File: config.mk
export PLATFORM = sky130hd
export DESIGN_NAME = ihs_host_port
export DESIGN_NICKNAME = d
export VERILOG_FILES = /design/src/core/ihs_host_port.v
export VERILOG_INCLUDE_DIRS = /design/src /design/src/core
export SDC_FILE = /design/constraint.sdc
export NUM_CORES = 2
export LEC_CHECK = 0
export BUFFER_PORTS_ARGS = -buffer_cell sky130_fd_sc_hd__buf_2
export CAP_MARGIN = 15
export CORE_UTILIZATION = 45
export CTS_CLUSTER_SIZE = 14
export DETAILED_ROUTE_END_ITERATION = 16
export GPL_TIMING_DRIVEN = 0
export SYNTH_ARGS = -nofsm -noshare
export SYNTH_HDL_FRONTEND = slang
export SYNTH_SLANG_ARGS = --single-unit
File: constraint.sdc
create_clock -name clk_sys_i -period 3.8 [get_ports clk_sys_i]
set_input_delay 0 -clock clk_sys_i [delete_from_list [all_inputs] [get_ports clk_sys_i]]
set_output_delay 0 -clock clk_sys_i [all_outputs]
set_load 0.1 [all_outputs]
File: src/core/ihs_consts.vh
`ifndef IHS_CONSTS_VH
`define IHS_CONSTS_VH
`define IHS_IDX_PORT      16'h03e0
`define IHS_IDX_PORT_ALT  16'h03e2
`define IHS_PORT_ODD      16'h0001
`define IHS_ATA_ADDR0     16'h03f7
`define IHS_ATA_ADDR1     16'h0377
`define IHS_SOCK_STRIDE   64
`define IHS_IDX_WIN_EN    7'h06
`define IHS_IDX_IO_CTL    7'h07
`define IHS_IDX_IO_WIN    7'h08
`define IHS_IO_WIN_STEP   4
`define IHS_IDX_MEM_START 7'h10
`define IHS_IDX_MEM_STOP  7'h11
`define IHS_IDX_MEM_CTL   7'h12
`define IHS_IDX_SEC_INDEX 7'h2e
`define IHS_IDX_SEC_DATA  7'h2f
`define IHS_IDX_TIM       7'h3a
`define IHS_TIM_STEP      3
`define IHS_SOCK_MASK     7'h3f
`define IHS_RF_DEPTH      128
`define IHS_EXT_DEPTH     16
`define IHS_EXT_STAT      4'h0
`define IHS_EXT_MASK      4'ha
`define IHS_EXT_ATA       4'hb
`define IHS_BIT_MEM_EN    0
`define IHS_BIT_IO_EN     6
`define IHS_IO_TS_STEP    4
`define IHS_BIT_MEM_TS    0
`define IHS_MASK_NONE     2'h0
`define IHS_MASK_DROP7    2'h1
`define IHS_MASK_ONLY7    2'h2
`define IHS_OE_NONE       16'h0000
`define IHS_OE_LOW        16'h00ff
`define IHS_OE_HIGH       16'hff00
`define IHS_OE_WORD       16'hffff
`define IHS_OE_DROP7      16'hff7f
`define IHS_OE_ONLY7      16'h0080
`define IHS_RST_VAL       8'h00
`define IHS_TS0_SETUP     8'h01
`define IHS_TS0_CMD       8'h06
`define IHS_TS0_RECOV     8'h00
`define IHS_TS1_SETUP     8'h01
`define IHS_TS1_CMD       8'h0c
`define IHS_TS1_RECOV     8'h00
`endif

File: src/core/ihs_host_port.v
`include "ihs_consts.vh"
`default_nettype none
module ihs_host_port (
	input  wire        clk_sys_i,
	input  wire        rst_b_i,
	input  wire        power_good_input_i,
	input  wire        speaker_or_chip_select_pin_i,
	input  wire        aen_i,
	input  wire [23:0] sa_i,
	input  wire        sbhe_b_i,
	input  wire        ior_b_i,
	input  wire        iow_b_i,
	input  wire        memr_b_i,
	input  wire        memw_b_i,
	input  wire [15:0] sd_i,
	output reg  [15:0] sd_o,
	output reg  [15:0] sd_oe_o,
	output reg         iocs16_b_o,
	output reg         memcs16_b_o,
	input  wire [15:0] card_rdata_i,
	output reg         card_req_o,
	output reg         card_write_o,
	output reg         card_io_o,
	output reg         card_sock_o,
	output reg  [1:0]  card_be_o,
	output reg  [15:0] card_wdata_o,
	output reg  [7:0]  card_setup_o,
	output reg  [7:0]  card_cmd_o,
	output reg  [7:0]  card_recov_o
);

// ====================================================================
// Storage.
reg [7:0] rf  [0:`IHS_RF_DEPTH-1];
reg [7:0] ext [0:`IHS_EXT_DEPTH-1];
reg [7:0] index;
reg       mode16;
reg       strap;
reg       pg_q;
reg       ior_q;
reg       iow_q;
reg       memr_q;
reg       memw_q;
integer   i;
integer   k;

// ====================================================================
// Functions.
function [31:0] ihs_lanes;
	input        m16;
	input        sbhe_b;
	input        a0;
	input [15:0] d;
	begin
		if (!m16)
			ihs_lanes = {`IHS_OE_LOW, 8'h00, (a0 ? d[15:8] : d[7:0])};
		else if (!sbhe_b && !a0)
			ihs_lanes = {`IHS_OE_WORD, d};
		else if (!sbhe_b)
			ihs_lanes = {`IHS_OE_HIGH, d[15:8], 8'h00};
		else if (!a0)
			ihs_lanes = {`IHS_OE_LOW, 8'h00, d[7:0]};
		else
			ihs_lanes = {`IHS_OE_NONE, 16'h0000};
	end
endfunction

function ihs_is_rst;
	input [6:0] idx;
	reg   [6:0] low;
	begin
		low = idx & `IHS_SOCK_MASK;
		ihs_is_rst = (low == `IHS_IDX_WIN_EN) || (low == `IHS_IDX_IO_CTL) ||
			(low == `IHS_IDX_MEM_CTL) || (low == `IHS_IDX_SEC_INDEX);
	end
endfunction

function [7:0] ihs_tim_val;
	input [6:0] idx;
	reg   [6:0] off;
	begin
		off = (idx & `IHS_SOCK_MASK) - `IHS_IDX_TIM;
		if (off == 7'h00)
			ihs_tim_val = `IHS_TS0_SETUP;
		else if (off == 7'h01)
			ihs_tim_val = `IHS_TS0_CMD;
		else if (off == 7'h02)
			ihs_tim_val = `IHS_TS0_RECOV;
		else if (off == 7'h03)
			ihs_tim_val = `IHS_TS1_SETUP;
		else if (off == 7'h04)
			ihs_tim_val = `IHS_TS1_CMD;
		else
			ihs_tim_val = `IHS_TS1_RECOV;
	end
endfunction

// ====================================================================
// Host address decode.
wire        bus_ok   = !aen_i;
wire [15:0] io_a     = sa_i[15:0];
wire [15:0] idx_base = strap ? `IHS_IDX_PORT_ALT : `IHS_IDX_PORT;
wire        hit_idx  = bus_ok && (io_a == idx_base);
wire        hit_dat  = bus_ok && (io_a == (idx_base | `IHS_PORT_ODD));
wire        ata_addr = (io_a == `IHS_ATA_ADDR0) || (io_a == `IHS_ATA_ADDR1);
wire        ior_go   = !ior_b_i && ior_q;
wire        iow_go   = !iow_b_i && iow_q;
wire        memr_go  = !memr_b_i && memr_q;
wire        memw_go  = !memw_b_i && memw_q;
wire        cyc_io   = !ior_b_i || !iow_b_i;
wire        reg_wr   = iow_go && hit_dat;
wire [7:0]  sec      = rf[`IHS_IDX_SEC_INDEX];
wire        sec_ok   = (sec[7:4] == 4'h0);
wire        pg_rise  = power_good_input_i && !pg_q;

// ====================================================================
// Window decode per socket.
wire [3:0] io_hit;
wire [3:0] io_ts;
wire [1:0] mem_hit;
wire [1:0] mem_ts;
genvar s;
genvar w;
generate
	for (s = 0; s < 2; s = s + 1)
	begin : g_sock
		localparam integer SB = s * `IHS_SOCK_STRIDE;
		for (w = 0; w < 2; w = w + 1)
		begin : g_io
			localparam integer WB = SB + `IHS_IDX_IO_WIN + w * `IHS_IO_WIN_STEP;
			assign io_hit[s*2+w] = bus_ok && rf[SB+`IHS_IDX_WIN_EN][`IHS_BIT_IO_EN+w] &&
				(io_a >= {rf[WB+1], rf[WB]}) && (io_a <= {rf[WB+3], rf[WB+2]});
			assign io_ts[s*2+w] = rf[SB+`IHS_IDX_IO_CTL][w*`IHS_IO_TS_STEP];
		end
		assign mem_hit[s] = bus_ok && rf[SB+`IHS_IDX_WIN_EN][`IHS_BIT_MEM_EN] &&
			(sa_i[23:16] >= rf[SB+`IHS_IDX_MEM_START]) &&
			(sa_i[23:16] <= rf[SB+`IHS_IDX_MEM_STOP]);
		assign mem_ts[s] = rf[SB+`IHS_IDX_MEM_CTL][`IHS_BIT_MEM_TS];
	end
endgenerate

// ====================================================================
// Window selection, timing set and data mask.
reg        io_any;
reg [1:0]  sel_io;
reg        sel_sock;
reg        sel_ts;
reg [1:0]  mask_mode;
reg [15:0] io_mask;
reg [7:0]  ext_rd;
reg [7:0]  rdata;
integer    tb;

always @*
begin
	io_any = 1'b0;
	sel_io = 2'h0;
	for (k = 3; k >= 0; k = k - 1)
	begin
		if (io_hit[k])
		begin
			io_any = 1'b1;
			sel_io = k[1:0];
		end
	end
	sel_sock = cyc_io ? sel_io[1] : !mem_hit[0];
	sel_ts = cyc_io ? io_ts[sel_io] : mem_ts[!mem_hit[0]];
	tb = sel_sock * `IHS_SOCK_STRIDE + `IHS_IDX_TIM + sel_ts * `IHS_TIM_STEP;
	mask_mode = ext[`IHS_EXT_MASK][{sel_io, 1'b0} +: 2];
	if (ext[`IHS_EXT_ATA][sel_io[1]] && (mask_mode == `IHS_MASK_NONE))
		mask_mode = `IHS_MASK_DROP7;
	if (!ata_addr)
		io_mask = `IHS_OE_WORD;
	else if (mask_mode == `IHS_MASK_DROP7)
		io_mask = `IHS_OE_DROP7;
	else if (mask_mode == `IHS_MASK_ONLY7)
		io_mask = `IHS_OE_ONLY7;
	else
		io_mask = `IHS_OE_WORD;
	if (!sec_ok)
		ext_rd = 8'h00;
	else if (sec[3:0] == `IHS_EXT_STAT)
		ext_rd = {6'h00, strap, mode16};
	else
		ext_rd = ext[sec[3:0]];
	if (index[7])
		rdata = 8'h00;
	else if (index[6:0] == `IHS_IDX_SEC_DATA)
		rdata = ext_rd;
	else
		rdata = rf[index[6:0]];
end

wire        mem_any = |mem_hit;
wire [31:0] rd_ln   = ihs_lanes(mode16, sbhe_b_i, sa_i[0], card_rdata_i);
wire [31:0] wr_ln   = ihs_lanes(mode16, sbhe_b_i, sa_i[0], sd_i);
wire [1:0]  wr_be   = mode16 ? {wr_ln[31], wr_ln[16]} : {sa_i[0], !sa_i[0]};

// ====================================================================
// Register file.
always @(posedge clk_sys_i)
begin
	if (!rst_b_i)
	begin
		for (i = 0; i < `IHS_RF_DEPTH; i = i + 1)
		begin
			if (ihs_is_rst(i[6:0]))
				rf[i] <= `IHS_RST_VAL;
		end
		for (i = 0; i < `IHS_EXT_DEPTH; i = i + 1)
			ext[i] <= `IHS_RST_VAL;
	end
	else
	begin
		for (i = 0; i < `IHS_RF_DEPTH; i = i + 1)
		begin
			if (pg_rise && ((i[6:0] & `IHS_SOCK_MASK) >= `IHS_IDX_TIM))
				rf[i] <= ihs_tim_val(i[6:0]);
			else if (reg_wr && !index[7] && (index[6:0] == i[6:0]) && (i[6:0] != `IHS_IDX_SEC_DATA))
				rf[i] <= sd_i[7:0];
		end
		if (reg_wr && (index == {1'b0, `IHS_IDX_SEC_DATA}) && sec_ok && (sec[3:0] != `IHS_EXT_STAT))
			ext[sec[3:0]] <= sd_i[7:0];
	end
end

// ====================================================================
// Host cycle handling.
always @(posedge clk_sys_i)
begin
	if (!rst_b_i)
	begin
		index <= `IHS_RST_VAL;
		mode16 <= 1'b0;
		strap <= speaker_or_chip_select_pin_i;
		pg_q <= 1'b0;
		ior_q <= 1'b1;
		iow_q <= 1'b1;
		memr_q <= 1'b1;
		memw_q <= 1'b1;
		sd_o <= 16'h0000;
		sd_oe_o <= `IHS_OE_NONE;
		iocs16_b_o <= 1'b1;
		memcs16_b_o <= 1'b1;
		card_req_o <= 1'b0;
		card_write_o <= 1'b0;
		card_io_o <= 1'b0;
		card_sock_o <= 1'b0;
		card_be_o <= 2'h0;
		card_wdata_o <= 16'h0000;
		card_setup_o <= 8'h00;
		card_cmd_o <= 8'h00;
		card_recov_o <= 8'h00;
	end
	else
	begin
		ior_q <= ior_b_i;
		iow_q <= iow_b_i;
		memr_q <= memr_b_i;
		memw_q <= memw_b_i;
		pg_q <= power_good_input_i;
		if (bus_ok && !sbhe_b_i)
			mode16 <= 1'b1;
		iocs16_b_o <= !(mode16 && io_any);
		memcs16_b_o <= !(mode16 && mem_any);
		if (!ior_b_i && hit_idx)
		begin
			sd_o <= {8'h00, index};
			sd_oe_o <= `IHS_OE_LOW;
		end
		else if (!ior_b_i && hit_dat)
		begin
			sd_o <= {8'h00, rdata};
			sd_oe_o <= `IHS_OE_LOW;
		end
		else if (!ior_b_i && io_any)
		begin
			sd_o <= rd_ln[15:0];
			sd_oe_o <= rd_ln[31:16] & io_mask;
		end
		else if (!memr_b_i && mem_any)
		begin
			sd_o <= rd_ln[15:0];
			sd_oe_o <= rd_ln[31:16];
		end
		else
		begin
			sd_o <= 16'h0000;
			sd_oe_o <= `IHS_OE_NONE;
		end
		if (iow_go && hit_idx)
			index <= sd_i[7:0];
		card_req_o <= ((ior_go || iow_go) && io_any) || ((memr_go || memw_go) && mem_any);
		card_write_o <= iow_go || memw_go;
		card_io_o <= cyc_io;
		card_sock_o <= sel_sock;
		card_be_o <= wr_be;
		card_wdata_o <= mode16 ? wr_ln[15:0] : {sd_i[7:0], sd_i[7:0]};
		card_setup_o <= rf[tb];
		card_cmd_o <= rf[tb+1];
		card_recov_o <= rf[tb+2];
	end
end

endmodule
`default_nettype wire

==> metrics.md <==
| Metric | Value |
|---|---|
| Post-detailed-route count of antenna-violating nets | `0` |
| Clock transition at the register clock pins on the worst setup and hold paths after CTS | `0.06 ns` |
| Clock skew | `0.0314 ns` |
| Die area | `about 120000 sq um` |
| Met2 usage in global routing | `0.453` |
| Most used flip-flop cell after synthesis | `edfxtp_1` |
| Overall routed net length | `171000 microns` |
| CTS tree | `done` |
| Pwr/cell area | `between 400 and 500 nW/um^2` |
| Number of sinks driven by the clock tree | `1231` |
| Number of H-tree levels | `4` |
| Height of the die | `around 350 microns` |
| Cell depth of the worst min-delay path | `5` |
| Max Clk Rate | `0.253 GHz` |
| Total Negative Setup Slacks | `-2.62 ns` |
| Total global-route track usage | `0.283` |
| Cell-internal power | `between 20 and 25 mW` |
| Hold violation count in the final report | `0` |
| Class of the worst hold path | `input pin to flip-flop` |
| Switching power | `6.69 mW` |
| GR Util met1 | `0.391` |
| Core Rows | `~130` |
| Nature of the critical path startpoint | `flip-flop` |
| Number of storage elements in the synthesis netlist | `1231` |
| Layout overhead on the synthesized area | `15.9%` |
| Area used by multi-input combinational logic | `between 15000 and 20000 sq um` |
| Crit path time final | `3.96 ns` |
| Placement Cell Area | `around 57000 sq um` |
| Area of the core region | `119000 sq um` |
| Maximum ir drop on the vdd rail | `0.466 mV` |
| Status | `finished, violations left` |
| Slew at the pin with the worst max-slew slack | `about 1.3 ns` |
| Post-synthesis cell type with the largest combined area | `edfxtp_1` |
| Cells after synthesis | `3217` |
| 1st-iter DRT viols | `between 4k and 5k` |
| Max-cap violations | `0` |
| Highest fanout seen on the critical path | `9` |
| Post-synthesis cell area | `54100 sq um` |
| Share of the synthesized area in the top cell type | `0.634` |
| Critical Path End Type | `flip-flop` |
| GP Congestion | `between 0.9 and 1` |
| Via count of the first global-routing pass | `31.4k` |
| Mean cell area of the mapped netlist | `16.8 sq um` |
| Final Max Tran Viols | `0` |
| Initial standard-cell utilization of the core | `0.456` |
| Async set or reset register ratio after synthesis | `0` |
| Sequential area share after synthesis | `0.666` |
| Detail-routed via count per cell | `just over 6` |
| Root buffer cell | `clkbuf_16` |
| Post-route cell area | `62800 sq um` |
| Part of the total power dissipated in sequential elements | `0.520` |
| Pin count of the biggest net entering global routing | `74` |
| Share of total power in the clock network | `0.423` |
| WS Path Type | `flip-flop to flip-flop` |
| Number of endpoints failing setup at the final stage | `51` |
| Worst-Skew Late Latency | `approximately 0.76 ns` |
| Number of flops mapped to enable cells by yosys | `between 1k and 1.5k` |
| Normalized max-slew margin | `0.138` |
| Detailed-router iteration count before antenna repair | `5` |
| Initial antenna violation count | `4` |
| PortBufs | `144` |
| Estimated wirelength of the detail-placed design | `121000 microns` |
| Comb power frac | `0.057` |
| Most used routing layer in global routing | `met2` |
| Average wire length per cell after detail routing | `32.3 microns` |
| Horizontal extent of the die | `~350 microns` |
| Total of fill cells in the finished design | `~9.6k` |
| Final #Nets | `3837` |
| Data arrival time at the worst-slack endpoint | `4.35 ns` |
| Worst setup margin | `-0.156 ns` |
| Top-Level Pins | `146` |
| Worst-case reg-to-reg path depth | `6` |
| Failing checks | `setup timing` |
| GR met3 Demand/Resource | `0.0482` |
| Leading cell types by total area after synthesis | `edfxtp_1, mux4_2, ha_1` |
| Warnings, synthesis | `0` |
| Via total after detailed routing | `between 30k and 40k` |
| Global-route wire length before repair | `239000 microns` |
| Setup repair after global routing missed its margin | `yes` |
| Fraction of final layout cells sized beyond drive strength 1 | `0.242` |
| Count of distinct cell types in the synthesized netlist | `72` |
| Area taken by flip-flops and latches | `36100 sq um` |
| Critical path required time | `4.20 ns` |
| Post-Route Utilization | `0.529` |
| Global-route congestion overflow total | `0` |
| Switching power share of the total | `0.231` |
| Ratio of final minimum period to clock period | `1.04` |
| Number of remaining DRC errors | `0` |
| Clock buffer count from CTS | `130` |
| CTS max path bufs | `3` |
| Leakage power | `21.4 nW` |
cell usage after synthesis (30+ instances only):
master       n
o21ai_0     34
nand2b_1    32
clkbuf_1    96
nor2_1     263
dfxtp_1     88
buf_2       32
a221oi_1    30
edfxtp_1  1143
mux4_2     358
ha_1       160
and2_1     218
a21oi_1     67
nand2_1     89
inv_1      172
mux2i_1     59
worst max-delay path, stage by stage, from the launching register on:
cell and delay, ns:
dfxtp_1 0.31, clkbuf_1 0.32, nor2b_1 0.39, nand3_1 0.76
nor4_2 1.30, inv_1 0.10, nand2_1 0.40
power groups by stage:
stage | Combinational [mW] | Sequential [mW] | Clock (mW)
6_report | 1.65 | 15.0 | 12.2
5_1_grt | 1.71 | 15.0 | 12.8
4_1_cts | 1.58 | 15.0 | 12.3
3_5_place_dp | 1.49 | 15.3 | 0
3_3_place_gp | 1.44 | 15.3 | 0
2_1_floorplan | 0.524 | 15.6 | 0
cell families (layout without fill, tap and decap cells):
family	Yosys count	after routing	synth area share
flops	1231	1231	0.666
buf+inv	354	843	0.0276
other cells	1	8	0.0000693
simple gates	770	770	0.0727
xor+xnor	1	1	0.000162
fa+ha+maj	160	160	0.0370
compound gates	283	283	0.0361
mux	417	417	0.160
cell usage in the layout, fill, tap and decap left out, types with 14 or more instances in the layout:
cell	synthesis	layout
inv_1	172	172
and3_1	29	29
buf_2	32	165
a21oi_1	67	66
clkbuf_1	96	102
nand4_1	28	28
a311oi_1	26	15
clkbuf_16	0	135
and2_1	218	218
o21ai_0	34	29
nand2b_1	32	31
nand3_1	29	29
mux2i_1	59	59
buf_4	20	59
or3_1	15	15
ha_1	160	160
buf_6	7	14
clkbuf_2	0	18
mux4_2	358	358
nor2_1	263	255
edfxtp_1	1143	1143
nand2_1	89	87
a21o_1	18	18
dlygate4sd3_1	0	64
clkinv_1	1	23
clkinv_2	0	25
nor2b_1	23	23
dfxtp_1	88	88
o21ai_1	28	31
repair_timing:
action | in CTS | in global routing
pin swaps | 3 | 7
buffers inserted | 4 | 8
hold buffers | 64 | 0
endpoints found under the hold margin | 442 | 0
gates resized for setup | 87 | 85
endpoints found under the setup margin | 158 | 226
path summary, 6_finish.rpt:
kind                               start           end  slack, ns
worst min register to register    memw_q  card_write_o       0.50
worst max register to register  index[1]     rf[62][0]      -0.16
worst min-delay path             sa_i[2]    sd_oe_o[7]       0.03
worst max-delay path            index[1]     rf[62][0]      -0.16
through the flow:
step	cells	setup WS [ns]	power (mW)	hold WS [ns]
floorplan	3222	0.583	16.1	0.0989
global placement	4966	-1.63	16.8	0.203
detailed placement	4999	-1.35	16.8	0.213
CTS	5299	-0.257	28.9	0.000965
global route	5311	-0.156	29.6	0.0484
finish	5313	-0.156	28.9	0.0329
metal layers:
layer	routed length, microns	up-vias
met5	15	-
met2	82100	1664
met4	6080	4
met1	68200	17000
li1	-	13400
met3	15100	294
registers in the layout, summed over array words and instances (netlist names), 2 cells and up, named ones only:
name / cells
index: 8
card_setup_o: 8
card_cmd_o: 8
card_wdata_o: 16
sd_o: 16
rf: 1016
sd_oe_o: 3
ext: 126
card_be_o: 2
card_recov_o: 8
cell type report:
type	count	share of cell area
repair buffers	259	0.0321
clock buffers	162	0.0555
well taps	1600	0.0319
flip-flops and latches	1231	0.575
multi-input cells	1637	0.271
plain buffers	179	0.0157
diodes	2	0.0000797
clock inverters	70	0.00839
inverters	173	0.0103
Power figures use the tool's default switching activity.
